<file path="src/aux_pin_mux_consts.vh">
// constants for the auxiliary pin function selector
`ifndef AUX_PIN_MUX_CONSTS_VH
`define AUX_PIN_MUX_CONSTS_VH

// pin counts and select code width
`define AUX_PIN_COUNT        6
`define AUX_GPIO_PIN_COUNT   4
`define AUX_SEL_W            5

// per-pin function select codes
`define SEL_HIGH_Z           5'h00
`define SEL_DRIVE_ONE        5'h01
`define SEL_DRIVE_ZERO       5'h02
`define SEL_POWER_ENABLE     5'h03
`define SEL_SLEEP            5'h04
`define SEL_CLK_FAST         5'h05
`define SEL_CLK_MID          5'h06
`define SEL_CLK_SLOW         5'h07
`define SEL_GPIO             5'h08
`define SEL_CHARGER          5'h09
`define SEL_CHARGER_N        5'h0a
`define SEL_BB_WRITE         5'h0b
`define SEL_BB_READ          5'h0c
`define SEL_TX_EMPTY         5'h0d
`define SEL_RX_FULL          5'h0e
`define SEL_BUS_POWER        5'h0f
`define SEL_TIMESTAMP        5'h10
`define SEL_KEEP_AWAKE       5'h11

// reset values
`define POWER_ENABLE_N_RST   1'b1
`define SLEEP_N_RST          1'b1
`define TIMESTAMP_RST        1'b0

// clock output frequencies and system clock, in kHz
`define SYS_CLK_KHZ          50000
`define CLK_FAST_KHZ         24000
`define CLK_MID_KHZ          12000
`define CLK_SLOW_KHZ         6000

// phase accumulator width for the clock outputs
`define NCO_W                16

`endif

</file>
<file path="src/clk_nco.v">
// phase-accumulator square wave generator for one clock output
`timescale 1ns/10ps
module clk_nco #(
    parameter [15:0] INC = 16'h0000
) (
    // clock and reset
    input  wire        clk,
    input  wire        rstn,
    // control
    input  wire        run,
    // clock output
    output reg         clk_q
);

    reg  [15:0] acc_q;
    wire [16:0] sum;

    assign sum = {1'b0, acc_q} + {1'b0, INC};

    // a carry means half a period has elapsed; stopping clears phase so
    // the output restarts cleanly low after suspend
    always @(posedge clk) begin
        if (!rstn || !run) begin
            acc_q <= 16'h0000;
            clk_q <= 1'b0;
        end else begin
            acc_q <= sum[15:0];
            if (sum[16]) begin
                clk_q <= ~clk_q;
            end
        end
    end

endmodule

</file>
<file path="src/configurable_aux_pin_mux.v">
// function selector for the six configurable auxiliary pins
//
// How it works
// RULE1: each pin takes its own function chosen in stored config, per pin.
// RULE2: high impedance disables driver; constant level drives steady 1 or 0.
// RULE3: power enable goes low once configured, back high in suspend.
// RULE4: boards switching a p-channel switch should enable the pull-down.
// RULE5: sleep indicator is low during suspend, high otherwise.
// RULE6: clock function gives free-running 24, 12 or 6 MHz.
// RULE7: every clock output stops toggling during suspend.
// RULE8: general-purpose i/o exists only on the first four pins, each alone.
// RULE9: charger output is high when on a dedicated charger, else low.
// RULE10: inverted charger output is open drain, pulling low when asserted.
// RULE11: write strobe option outputs the internal active-low write strobe.
// RULE12: read strobe option outputs the internal active-low read strobe.
// RULE13: transmit-empty flag tells the i2c master the tx buffer is empty.
// RULE14: receive-full flag tells the i2c master the rx buffer is full.
// RULE15: bus-power sense pin is an input deciding bus power presence.
// RULE16: timestamp output inverts once per start-of-frame packet.
// RULE17: keep-awake input held low blocks suspend after unplug.
// RULE18: all hash-marked functions are asserted low.
// RULE19: input pins pull weakly up; option pulls gently low in suspend.
// RULE20: per-pin select code loaded after reset; high-z until loaded.
// RULE21: invalid codes, or gpio on pins five and six, act as high-z.
`timescale 1ns/10ps
`include "aux_pin_mux_consts.vh"
module configurable_aux_pin_mux #(
    parameter NPINS = `AUX_PIN_COUNT,
    parameter NGPIO = `AUX_GPIO_PIN_COUNT
) (
    // clock and reset
    input  wire                      clk,
    input  wire                      rstn,
    // configuration load from nonvolatile memory
    input  wire                      cfg_load,
    input  wire [NPINS*5-1:0]        cfg_sel,
    input  wire                      cfg_suspend_pull_down,
    output reg                       cfg_loaded_q,
    // usb engine status
    input  wire                      usb_configured,
    input  wire                      usb_suspend,
    input  wire                      sof_pulse,
    input  wire                      charger_detect,
    // bit-bang engine
    input  wire                      bitbang_write_strobe_n,
    input  wire                      bitbang_read_strobe_n,
    input  wire [NGPIO-1:0]          gpio_out,
    input  wire [NGPIO-1:0]          gpio_oe,
    output reg  [NGPIO-1:0]          gpio_in_q,
    // buffer status
    input  wire                      tx_empty,
    input  wire                      rx_full,
    // decisions handed back to the core
    output reg                       bus_power_sense_used_q,
    output reg                       bus_power_present_q,
    output reg                       suspend_inhibit_q,
    output reg                       power_enable_n_q,
    // auxiliary pins
    input  wire [NPINS-1:0]          aux_pin_in,
    output reg  [NPINS-1:0]          aux_pin_out_q,
    output reg  [NPINS-1:0]          aux_pin_oe_q,
    output reg  [NPINS-1:0]          aux_pin_pull_up_q,
    output reg  [NPINS-1:0]          aux_pin_pull_down_q
);

    localparam integer INC_FAST =
        (`CLK_FAST_KHZ * 65536) / (`SYS_CLK_KHZ / 2);
    localparam integer INC_MID  =
        (`CLK_MID_KHZ * 65536) / (`SYS_CLK_KHZ / 2);
    localparam integer INC_SLOW =
        (`CLK_SLOW_KHZ * 65536) / (`SYS_CLK_KHZ / 2);

    // pin input synchroniser
    reg  [NPINS-1:0]          pin_meta_q;
    reg  [NPINS-1:0]          pin_sync_q;

    // stored per-pin select codes
    reg  [NPINS*5-1:0]        sel_q;
    reg                       pull_down_opt_q;

    // internal function levels
    reg                       sleep_n_q;
    reg                       timestamp_q;
    wire                      clk_fast;
    wire                      clk_mid;
    wire                      clk_slow;
    wire                      clk_run;

    // per-pin next values
    reg  [NPINS-1:0]          out_d;
    reg  [NPINS-1:0]          oe_d;
    reg  [NPINS-1:0]          pu_d;
    reg  [NPINS-1:0]          pd_d;
    reg  [NPINS-1:0]          is_sense;
    reg  [NPINS-1:0]          sense_high;
    reg  [NPINS-1:0]          is_awake;
    reg  [NPINS-1:0]          awake_low;
    reg  [NGPIO-1:0]          gpio_in_d;

    always @(posedge clk) begin
        if (!rstn) begin
            pin_meta_q <= {NPINS{1'b0}};
            pin_sync_q <= {NPINS{1'b0}};
        end else begin
            pin_meta_q <= aux_pin_in;
            pin_sync_q <= pin_meta_q;
        end
    end

    // config load: codes are cleaned once here so the mux never sees a
    // code it cannot serve
    genvar g;
    generate
        for (g = 0; g < NPINS; g = g + 1) begin : g_sel
            wire [4:0] raw;
            reg  [4:0] clean;
            assign raw = cfg_sel[g*5 +: 5];
            always @* begin
                clean = raw;
                if (raw > `SEL_KEEP_AWAKE) begin
                    clean = `SEL_HIGH_Z;                      // [RULE21]
                end
                if (raw == `SEL_GPIO && g >= NGPIO) begin
                    clean = `SEL_HIGH_Z;                // [RULE8] [RULE21]
                end
            end
            always @(posedge clk) begin
                if (!rstn) begin
                    sel_q[g*5 +: 5] <= `SEL_HIGH_Z;           // [RULE20]
                end else if (cfg_load) begin
                    sel_q[g*5 +: 5] <= clean;                  // [RULE1]
                end
            end
        end
    endgenerate

    always @(posedge clk) begin
        if (!rstn) begin
            cfg_loaded_q    <= 1'b0;
            pull_down_opt_q <= 1'b0;
        end else if (cfg_load) begin
            cfg_loaded_q    <= 1'b1;                          // [RULE20]
            pull_down_opt_q <= cfg_suspend_pull_down;          // [RULE19]
        end
    end

    // power and suspend indicators
    always @(posedge clk) begin
        if (!rstn) begin
            power_enable_n_q <= `POWER_ENABLE_N_RST;
            sleep_n_q        <= `SLEEP_N_RST;
        end else begin
            if (usb_suspend) begin
                power_enable_n_q <= 1'b1;                     // [RULE3]
            end else if (usb_configured) begin
                power_enable_n_q <= 1'b0;              // [RULE3] [RULE18]
            end
            sleep_n_q <= ~usb_suspend;                 // [RULE5] [RULE18]
        end
    end

    // frame timestamp toggle
    always @(posedge clk) begin
        if (!rstn) begin
            timestamp_q <= `TIMESTAMP_RST;
        end else if (sof_pulse) begin
            timestamp_q <= ~timestamp_q;                     // [RULE16]
        end
    end

    // clock outputs: synthesised from the 50 MHz clock; truncated increments put the average
    // frequency just below target and each edge carries up to one cycle of jitter
    assign clk_run = ~usb_suspend;                            // [RULE7]

    clk_nco #(
        .INC (INC_FAST[15:0])
    ) u_clk_fast (
        .clk   (clk),
        .rstn  (rstn),
        .run   (clk_run),
        .clk_q (clk_fast)
    );

    clk_nco #(
        .INC (INC_MID[15:0])
    ) u_clk_mid (
        .clk   (clk),
        .rstn  (rstn),
        .run   (clk_run),
        .clk_q (clk_mid)
    );

    clk_nco #(
        .INC (INC_SLOW[15:0])
    ) u_clk_slow (
        .clk   (clk),
        .rstn  (rstn),
        .run   (clk_run),
        .clk_q (clk_slow)
    );

    // per-pin function mux; one extra register stage before the pad
    generate
        for (g = 0; g < NPINS; g = g + 1) begin : g_pin
            wire [4:0] sel;
            wire       gpio_dir;
            wire       gpio_lvl;
            assign sel = sel_q[g*5 +: 5];
            if (g < NGPIO) begin : g_gp
                assign gpio_dir = gpio_oe[g];
                assign gpio_lvl = gpio_out[g];
            end else begin : g_nogp
                assign gpio_dir = 1'b0;
                assign gpio_lvl = 1'b0;
            end
            always @* begin
                out_d[g]      = 1'b0;
                oe_d[g]       = 1'b0;
                is_sense[g]   = 1'b0;
                is_awake[g]   = 1'b0;
                sense_high[g] = pin_sync_q[g];
                awake_low[g]  = ~pin_sync_q[g];
                case (sel)
                    `SEL_HIGH_Z: begin
                        oe_d[g] = 1'b0;                       // [RULE2]
                    end
                    `SEL_DRIVE_ONE: begin
                        out_d[g] = 1'b1;                      // [RULE2]
                        oe_d[g]  = 1'b1;
                    end
                    `SEL_DRIVE_ZERO: begin
                        out_d[g] = 1'b0;                      // [RULE2]
                        oe_d[g]  = 1'b1;
                    end
                    `SEL_POWER_ENABLE: begin
                        out_d[g] = power_enable_n_q;          // [RULE3]
                        oe_d[g]  = 1'b1;
                    end
                    `SEL_SLEEP: begin
                        out_d[g] = sleep_n_q;                 // [RULE5]
                        oe_d[g]  = 1'b1;
                    end
                    `SEL_CLK_FAST: begin
                        out_d[g] = clk_fast;                  // [RULE6]
                        oe_d[g]  = 1'b1;
                    end
                    `SEL_CLK_MID: begin
                        out_d[g] = clk_mid;                   // [RULE6]
                        oe_d[g]  = 1'b1;
                    end
                    `SEL_CLK_SLOW: begin
                        out_d[g] = clk_slow;                  // [RULE6]
                        oe_d[g]  = 1'b1;
                    end
                    `SEL_GPIO: begin
                        out_d[g] = gpio_lvl;                  // [RULE8]
                        oe_d[g]  = gpio_dir;
                    end
                    `SEL_CHARGER: begin
                        out_d[g] = charger_detect;            // [RULE9]
                        oe_d[g]  = 1'b1;
                    end
                    `SEL_CHARGER_N: begin
                        // open drain: drive only the low level
                        out_d[g] = 1'b0;                     // [RULE10]
                        oe_d[g]  = charger_detect;           // [RULE10]
                    end
                    `SEL_BB_WRITE: begin
                        out_d[g] = bitbang_write_strobe_n;   // [RULE11]
                        oe_d[g]  = 1'b1;
                    end
                    `SEL_BB_READ: begin
                        out_d[g] = bitbang_read_strobe_n;    // [RULE12]
                        oe_d[g]  = 1'b1;
                    end
                    `SEL_TX_EMPTY: begin
                        out_d[g] = ~tx_empty;         // [RULE13] [RULE18]
                        oe_d[g]  = 1'b1;
                    end
                    `SEL_RX_FULL: begin
                        out_d[g] = ~rx_full;          // [RULE14] [RULE18]
                        oe_d[g]  = 1'b1;
                    end
                    `SEL_BUS_POWER: begin
                        is_sense[g] = 1'b1;                  // [RULE15]
                    end
                    `SEL_TIMESTAMP: begin
                        out_d[g] = timestamp_q;              // [RULE16]
                        oe_d[g]  = 1'b1;
                    end
                    `SEL_KEEP_AWAKE: begin
                        is_awake[g] = 1'b1;           // [RULE17] [RULE18]
                    end
                    default: begin
                        oe_d[g] = 1'b0;                      // [RULE21]
                    end
                endcase
                // an undriven pad is an input; pull-down option swaps the
                // pull in suspend to stop leakage into a powered-off board
                if (!oe_d[g] && sel != `SEL_CHARGER_N) begin
                    if (pull_down_opt_q && usb_suspend) begin
                        pu_d[g] = 1'b0;                      // [RULE19]
                        pd_d[g] = 1'b1;
                    end else begin
                        pu_d[g] = 1'b1;                      // [RULE19]
                        pd_d[g] = 1'b0;
                    end
                end else begin
                    pu_d[g] = 1'b0;
                    pd_d[g] = 1'b0;
                end
            end
        end
    endgenerate

    // gpio read-back for the bit-bang engine
    generate
        for (g = 0; g < NGPIO; g = g + 1) begin : g_gin
            always @* begin
                if (sel_q[g*5 +: 5] == `SEL_GPIO) begin
                    gpio_in_d[g] = pin_sync_q[g];             // [RULE8]
                end else begin
                    gpio_in_d[g] = 1'b0;
                end
            end
        end
    endgenerate

    always @(posedge clk) begin
        if (!rstn) begin
            aux_pin_out_q          <= {NPINS{1'b0}};
            aux_pin_oe_q           <= {NPINS{1'b0}};          // [RULE20]
            aux_pin_pull_up_q      <= {NPINS{1'b1}};
            aux_pin_pull_down_q    <= {NPINS{1'b0}};
            gpio_in_q              <= {NGPIO{1'b0}};
            bus_power_sense_used_q <= 1'b0;
            bus_power_present_q    <= 1'b0;
            suspend_inhibit_q      <= 1'b0;
        end else begin
            aux_pin_out_q          <= out_d;
            aux_pin_oe_q           <= oe_d;                    // [RULE2]
            aux_pin_pull_up_q      <= pu_d;
            aux_pin_pull_down_q    <= pd_d;
            gpio_in_q              <= gpio_in_d;
            bus_power_sense_used_q <= |is_sense;               // [RULE15]
            bus_power_present_q    <= |(is_sense & sense_high);
            suspend_inhibit_q      <= |(is_awake & awake_low); // [RULE17]
        end
    end

endmodule

</file>
<file path="config.mk">
export PLATFORM = sky130hd
export DESIGN_NAME = configurable_aux_pin_mux
export DESIGN_NICKNAME = d
export VERILOG_FILES = /design/src/clk_nco.v /design/src/configurable_aux_pin_mux.v
export VERILOG_INCLUDE_DIRS = /design/src /design/src/src
export SDC_FILE = /design/constraint.sdc
export NUM_CORES = 1
export LEC_CHECK = 0
export ABC_CLOCK_PERIOD_IN_PS = 1400
export BUFFER_PORTS_ARGS = -buffer_cell sky130_fd_sc_hd__buf_2
export CORE_MARGIN = 2
export CORE_UTILIZATION = 40
export CTS_CLUSTER_SIZE = 20
export DETAILED_ROUTE_END_ITERATION = 6
export PLACE_DENSITY = 0.63
export SETUP_SLACK_MARGIN = 0.3
export SYNTH_ARGS = -nofsm -noshare
export SYNTH_HDL_FRONTEND = slang
export SYNTH_SLANG_ARGS = --single-unit
</file>
<file path="constraint.sdc">
create_clock -name clk -period 1.4 [get_ports clk]
set_input_delay 0.14 -clock clk [delete_from_list [all_inputs] [get_ports clk]]
set_output_delay 0.14 -clock clk [all_outputs]
set_load 0.01 [all_outputs]
</file>
==> run_results.csv, run 1 <==
group,metric,value,unit
die,start_util,40.9,%
placed_design,place.gp.congestion,0.920,
placed_design,dpl.hpwl,11800,um
routing,drc,0,
sta,fin_crit_sh,102,%
critical_path,criticalPathCategory,"reg -> reg",
layout,design_area,9370,um2
critical_path,cp.arrival,1740,ps
clock_network,cts_buffer_depth,2,
critical_path,reg2reg_depth,5,
die,core,14500,um2
power_and_ir_drop,finalPower,9.86,mW
routing,ant_nets,0,
power_and_ir_drop,vdd_ir_drop_max,0.897,mV
outcome,violations,"negative setup slack",
sta,finalWorstSetupSlack,-30.3,ps
critical_path,cp-end-kind,"register",
layout,nFillCells,1122,
global_routing,grt_max_degree,35,
global_routing,grtUsageTotal,22.9,%
logic_synthesis,synth_cell_types,73,
logic_synthesis,ys_warn_count,0,
layout,multiInputGateArea,4000,um2
logic_synthesis,synth-async-reset-ratio,0,%
sta,finalHoldViolCount,0,
sta,skew,11.3,ps
logic_synthesis,synth_area_per_cell,8.39,um2
layout,finalNetCount,982,
critical_path,max_stage_delay,370,ps
clock_network,numCtsBuffers,17,
clock_network,cts_tree,"yes",
placed_design,dpl_cell_area,7150,um2
sta,rsz0062_at_grt,"true",
critical_path,required,1710,ps
hold_path,hold_path.class,"in -> reg",
die,die_area,15800,um2
hold_path,min_from,"cfg_sel[0]",
sta,worstMarginPinSlew,494,ps
clock_network,cts_root_buffer,"clkbuf_16",
routing,wl,18500,um
die,row_count,44,
layout,drive_above_1_share,46.5,%
critical_path,rr_endpoint,"aux_pin_out_q[2]",
layout,area_growth,58.2,%
logic_synthesis,synthTopCellsByCount,"124 x dfxtp_1, 84 x nor2_1, 54 x a21oi_1",
logic_synthesis,synth_edf_count,0,
placed_design,dpl_worst_slack,-91.3,ps
logic_synthesis,yosys.area.top_type,"dfxtp_1",
outcome,status,"finished with violations",
logic_synthesis,synth_most_common_cell,"dfxtp_1",
die,die_h,126,um
critical_path,rr_startpoint,"g_pin[2].sel[1]",
global_routing,antenna_found_initial,0,
routing,drt_iter0_markers,528,
sta,finalMaxSlewViolations,0,
clock_network,h-tree-depth,4,
sta,fmax,699,MHz
critical_path,reg2reg_setup_slack,-30,ps
critical_path,critical_path_peak_fanout,6,
logic_synthesis,synth_nets,765,
routing,via_per_inst,5.45,
logic_synthesis,synth_seq_cells,124,
critical_path,crit_path_cell_trace,"mux2_4, a22o_1, and3_4, nor4_2, nor3_1",
sta,max_slew_margin,67.0,%
global_routing,first_global_vias,5908,
sta,fin_crit,1430,ps
routing,routedWlPerCell,16.5,um
placed_design,port_buffers,88,
sta,finalSetupViolations,6,
clock_network,clkLatencyLatePin,430,ps
logic_synthesis,syn_area,5920,um2
critical_path,cp_slowest_cell,"dfxtp_4",
logic_synthesis,seq_area_frac_synth,41.9,%
routing,drt_first_pass_iters,5,
logic_synthesis,ys_top_cells_by_area,"dfxtp_1 42%, nor2_1 5.3%, a21oi_1 4.6%",
critical_path,cp-start-kind,"register",
job,cap_violations,0,
critical_path,crit_end,"aux_pin_out_q[2]",
power_and_ir_drop,power.density,1050,nW/um2
die,io_pins,89,
logic_synthesis,synthCells,706,
routing,vias,6104,
clock_network,clock_sinks,124,
power_and_ir_drop,leakage,3.76,nW
layout,antenna_cells,0,
global_routing,grt_pass1_wl,29200,um
logic_synthesis,synthFlopType,"dfxtp_1",
die,dieWidth,126,um
global_routing,grt-ovfl-total,0,
layout,seqCellArea,2620,um2
clock_network,clk_pin_slew_worst_paths,60,ps
logic_synthesis,synth_top_area_share,41.9,%
critical_path,cp-startpoint,"g_pin[2].sel[1]",
## cells in the final DEF, fill, tap and decap left out, types with 9 or more instances in the layout
master         synthesis  final
mux2i_1               12     11
nand2b_1              28     23
nor2_1                84     78
a21oi_2                0      9
buf_2                  8     87
nand2_1               36     28
buf_4                  7     86
o21ai_1                1     12
o21ai_2                1     12
nor3_1                25     15
clkbuf_16              0     17
dfxtp_4                0     29
dfxtp_2                0     24
and2_1                22     18
buf_6                  1     35
inv_1                 26     19
nand3_1               16     11
xor2_1                13     13
xnor2_1               16     11
nor2b_1               30     22
o21ai_0               33     10
a21oi_1               54     42
dlygate4sd3_1          0     29
dfxtp_1              124     71
## per-stage QoR
step	TNS, ps	cells	utilization, %	hold WS [ps]
floorplan	0	706	-	202
global placement	-14.6	1003	49.4	347
detailed placement	-259	1003	49.4	354
CTS	-26.8	1101	61.7	0.985
global route	-1010	1120	64.7	18.8
finish	-82.1	1120	64.7	14.7
## layer usage
layer	global-route usage, %	wire length (um)	vias to the layer above
li1	-	-	2939
met3	5.86	1190	46
met5	0	0	-
met1	27.4	7520	2914
met2	38.8	9230	205
met4	9.87	538	0
## worst max-delay path, delay by kind of cell (launching register included)
family	cells	cell delay (ps)
AO/OA/AOI/OAI	1	190
flip-flops	1	370
multiplexers	1	300
AND/OR/NAND/NOR	3	450
## layout make-up
cell class | count | share of cell area [%]
multi-input cells | 513 | 42.6
flip-flops and latches | 124 | 28.0
repair buffers | 240 | 19.5
clock buffers | 17 | 4.54
well taps | 184 | 2.46
clock inverters | 15 | 1.74
inverters | 27 | 1.19
## timing repair
item                                    CTS  global route
hold buffers                             29             0
endpoints found under the hold margin    30             0
buffers inserted                         37            19
pin swaps                                64            54
endpoints found under the setup margin   59            67
resized for setup                       171            70
## worst min path at each step
stage | end | slack, ps | cells past startpoint
final | g_pin[0].sel[0] | 10 | 3
after detailed placement | pin_meta_q[2] | 350 | 2
after CTS | g_pin[1].sel[0] | 1 | 3
after floorplan | sleep_n_q | 200 | 1
after global routing | g_pin[1].sel[0] | 20 | 3
after global placement | pin_meta_q[0] | 350 | 2
## state kept, by name (all words and copies together) (netlist names), 4 cells and up
signal	count
g_pin.sel	30
u_clk_mid.acc_q	16
u_clk_fast.acc_q	15
u_clk_slow.acc_q	12
aux_pin_oe_q	6
aux_pin_out_q	6
aux_pin_pull_down_q	6
aux_pin_pull_up_q	6
pin_meta_q	6
pin_sync_q	6
gpio_in_q	4
## power by group
| group | leakage (nW) | total, mW | switching [mW] | internal [mW] |
|---|---|---|---|---|
| Combinational | 2.43 | 1.60 | 0.743 | 0.859 |
| Clock | 0.281 | 4.36 | 1.71 | 2.64 |
| Sequential | 1.05 | 3.90 | 0.214 | 3.68 |
## cell families (layout without fill, tap and decap cells)
| kind of cell | Yosys count | after routing | share of synthesized area (%) |
|---|---|---|---|
| and+or+nand+nor | 297 | 297 | 26.6 |
| AOI/OAI and AO/OA | 169 | 169 | 18.4 |
| DFF | 124 | 124 | 41.9 |
| buffers and inverters | 69 | 299 | 5.13 |
| xor gates and xnor gates | 29 | 29 | 4.29 |
| muxes | 15 | 15 | 2.98 |
| adders and majority gates | 3 | 3 | 0.634 |
(Power assumes the default switching activity.)
==> run 2, diff against run 1 <==
--- a/config.mk
+++ b/config.mk
@@ -12,7 +12,7 @@
 export CORE_UTILIZATION = 40
 export CTS_CLUSTER_SIZE = 20
 export DETAILED_ROUTE_END_ITERATION = 6
-export PLACE_DENSITY = 0.63
+export PLACE_DENSITY = 0.64
 export SETUP_SLACK_MARGIN = 0.3
 export SYNTH_ARGS = -nofsm -noshare
 export SYNTH_HDL_FRONTEND = slang
==> run_results.csv, run 2 (synthesis results as in run 1) <==
group,metric,value,unit
power_and_ir_drop,power.density,1040,nW/um2
critical_path,max_stage_delay,360,ps
hold_path,hold_path.class,"in -> reg",
sta,fin_crit,1440,ps
clock_network,cts_tree,"yes",
critical_path,crit_buf_inv,1,
global_routing,antenna_found_initial,0,
die,start_util,40.9,%
sta,skew,7.96,ps
routing,routedWlPerCell,16.5,um
routing,ant_nets,0,
sta,finalMaxSlewViolations,0,
critical_path,required,1700,ps
clock_network,h-tree-depth,4,
sta,fin_crit_sh,103,%
die,die_area,15800,um2
layout,final_cell_mix,"88 x buf_2, 85 x buf_4, 78 x nor2_1",
job,cap_violations,0,
critical_path,cp-end-kind,"register",
layout,nFillCells,1167,
sta,finalHoldViolCount,0,
layout,finalNetCount,980,
clock_network,clk_pin_slew_worst_paths,60,ps
layout,design_area,9270,um2
layout,seqCellArea,2600,um2
die,io_pins,89,
clock_network,numCtsBuffers,17,
placed_design,place.gp.congestion,0.911,
die,core,14500,um2
routing,drc,0,
routing,vias,5972,
critical_path,cp_slowest_cell,"dfxtp_2",
placed_design,dpl.hpwl,12100,um
power_and_ir_drop,vdd_ir_drop_max,0.878,mV
clock_network,clkLatencyLatePin,420,ps
sta,fmax,694,MHz
die,row_count,44,
placed_design,dpl_cell_area,7240,um2
sta,max_slew_margin,65.2,%
sta,finalSetupViolations,4,
power_and_ir_drop,leakage,3.71,nW
sta,worstMarginPinSlew,521,ps
critical_path,path_delay_family,"compound AO/OA/AOI/OAI gates",
global_routing,grt_pass1_wl,28800,um
routing,drt_first_pass_iters,5,
outcome,violations,"negative setup slack",
outcome,status,"finished with violations",
critical_path,crit_path_cell_trace,"buf_6, and2_4, a211oi_2, a311o_1, o211ai_1, o21ai_1",
layout,antenna_cells,0,
clock_network,cts_buffer_depth,2,
critical_path,cp.arrival,1740,ps
routing,drt_iter0_markers,342,
critical_path,criticalPathCategory,"reg -> reg",
routing,wl,18500,um
global_routing,first_global_vias,5829,
placed_design,port_buffers,88,
layout,largest_reg_flops,30,
global_routing,grt-ovfl-total,0,
clock_network,clock_sinks,124,
global_routing,grt_max_degree,29,
die,dieWidth,126,um
die,die_h,126,um
global_routing,grtUsageTotal,22.7,%
sta,hold_ws,12.0,ps
layout,drive_above_1_share,45.7,%
sta,rsz0062_at_grt,"true",
placed_design,dpl_worst_slack,-112,ps
layout,multiInputGateArea,3960,um2
sta,tns,-60.4,ps
sta,finalWorstSetupSlack,-41.4,ps
layout,utilization,64.0,%
layout,layout_commonest_cell,"buf_2",
critical_path,cp-start-kind,"register",
clock_network,cts_root_buffer,"clkbuf_16",
critical_path,critical_path_peak_fanout,9,
layout,area_growth,56.4,%
routing,via_per_inst,5.35,
## run 2: area by class of cell
class / count / area share [%]
Inverter: 27 / 1.19
Clock buffer: 21 / 5.08
Multi-Input combinational cell: 513 / 42.8
Tap cell: 184 / 2.48
Timing Repair Buffer: 238 / 19.5
Clock inverter: 10 / 0.986
Sequential cell: 124 / 28.0
## run 2: final timing paths
check                  start                   end  slack, ps  cells past startpoint
max          g_pin[0].sel[3]  aux_pin_pull_up_q[0]        -40                      6
min              cfg_sel[25]       g_pin[5].sel[0]         10                      3
max reg2reg  g_pin[0].sel[3]  aux_pin_pull_up_q[0]        -40                      6
min reg2reg    pin_meta_q[2]         pin_sync_q[2]        440                      1
## run 2: per-stage QoR
stage	cells	power, mW
floorplan	706	4.70
global placement	1013	5.11
detailed placement	1013	5.14
CTS	1096	9.53
global route	1117	9.98
finish	1117	9.61
## run 2: layer usage
metal  part of all wire, %  GRT usage [%]  vias up
met5                     0              0        -
met4                   2.7           9.80        0
met3                   5.0           5.61       35
met2                    50           38.1      153
met1                    42           27.6     2854
li1                      -              -     2930
## run 2: repair_timing
item,4_1_cts,5_1_grt
cloned,0,1
endpoints found under the setup margin,60,66
setup buffers,25,20
resized for setup,132,89
hold endpoints to repair,27,0
pin swaps,51,52
hold buffers,27,0
## run 2: power breakdown
part | total (mW) | switching [mW] | leakage (nW) | internal, mW
clock | 4.16 | 1.60 | 0.271 | 2.56
sequential | 3.90 | 0.208 | 1.04 | 3.69
combinational | 1.54 | 0.725 | 2.40 | 0.820
## run 2: worst register-to-register path, cell delays in order, from the launching register on
cell,delay [ps]
dfxtp_2,360
buf_6,150
and2_4,150
a211oi_2,30
a311o_1,350
o211ai_1,190
o21ai_1,100
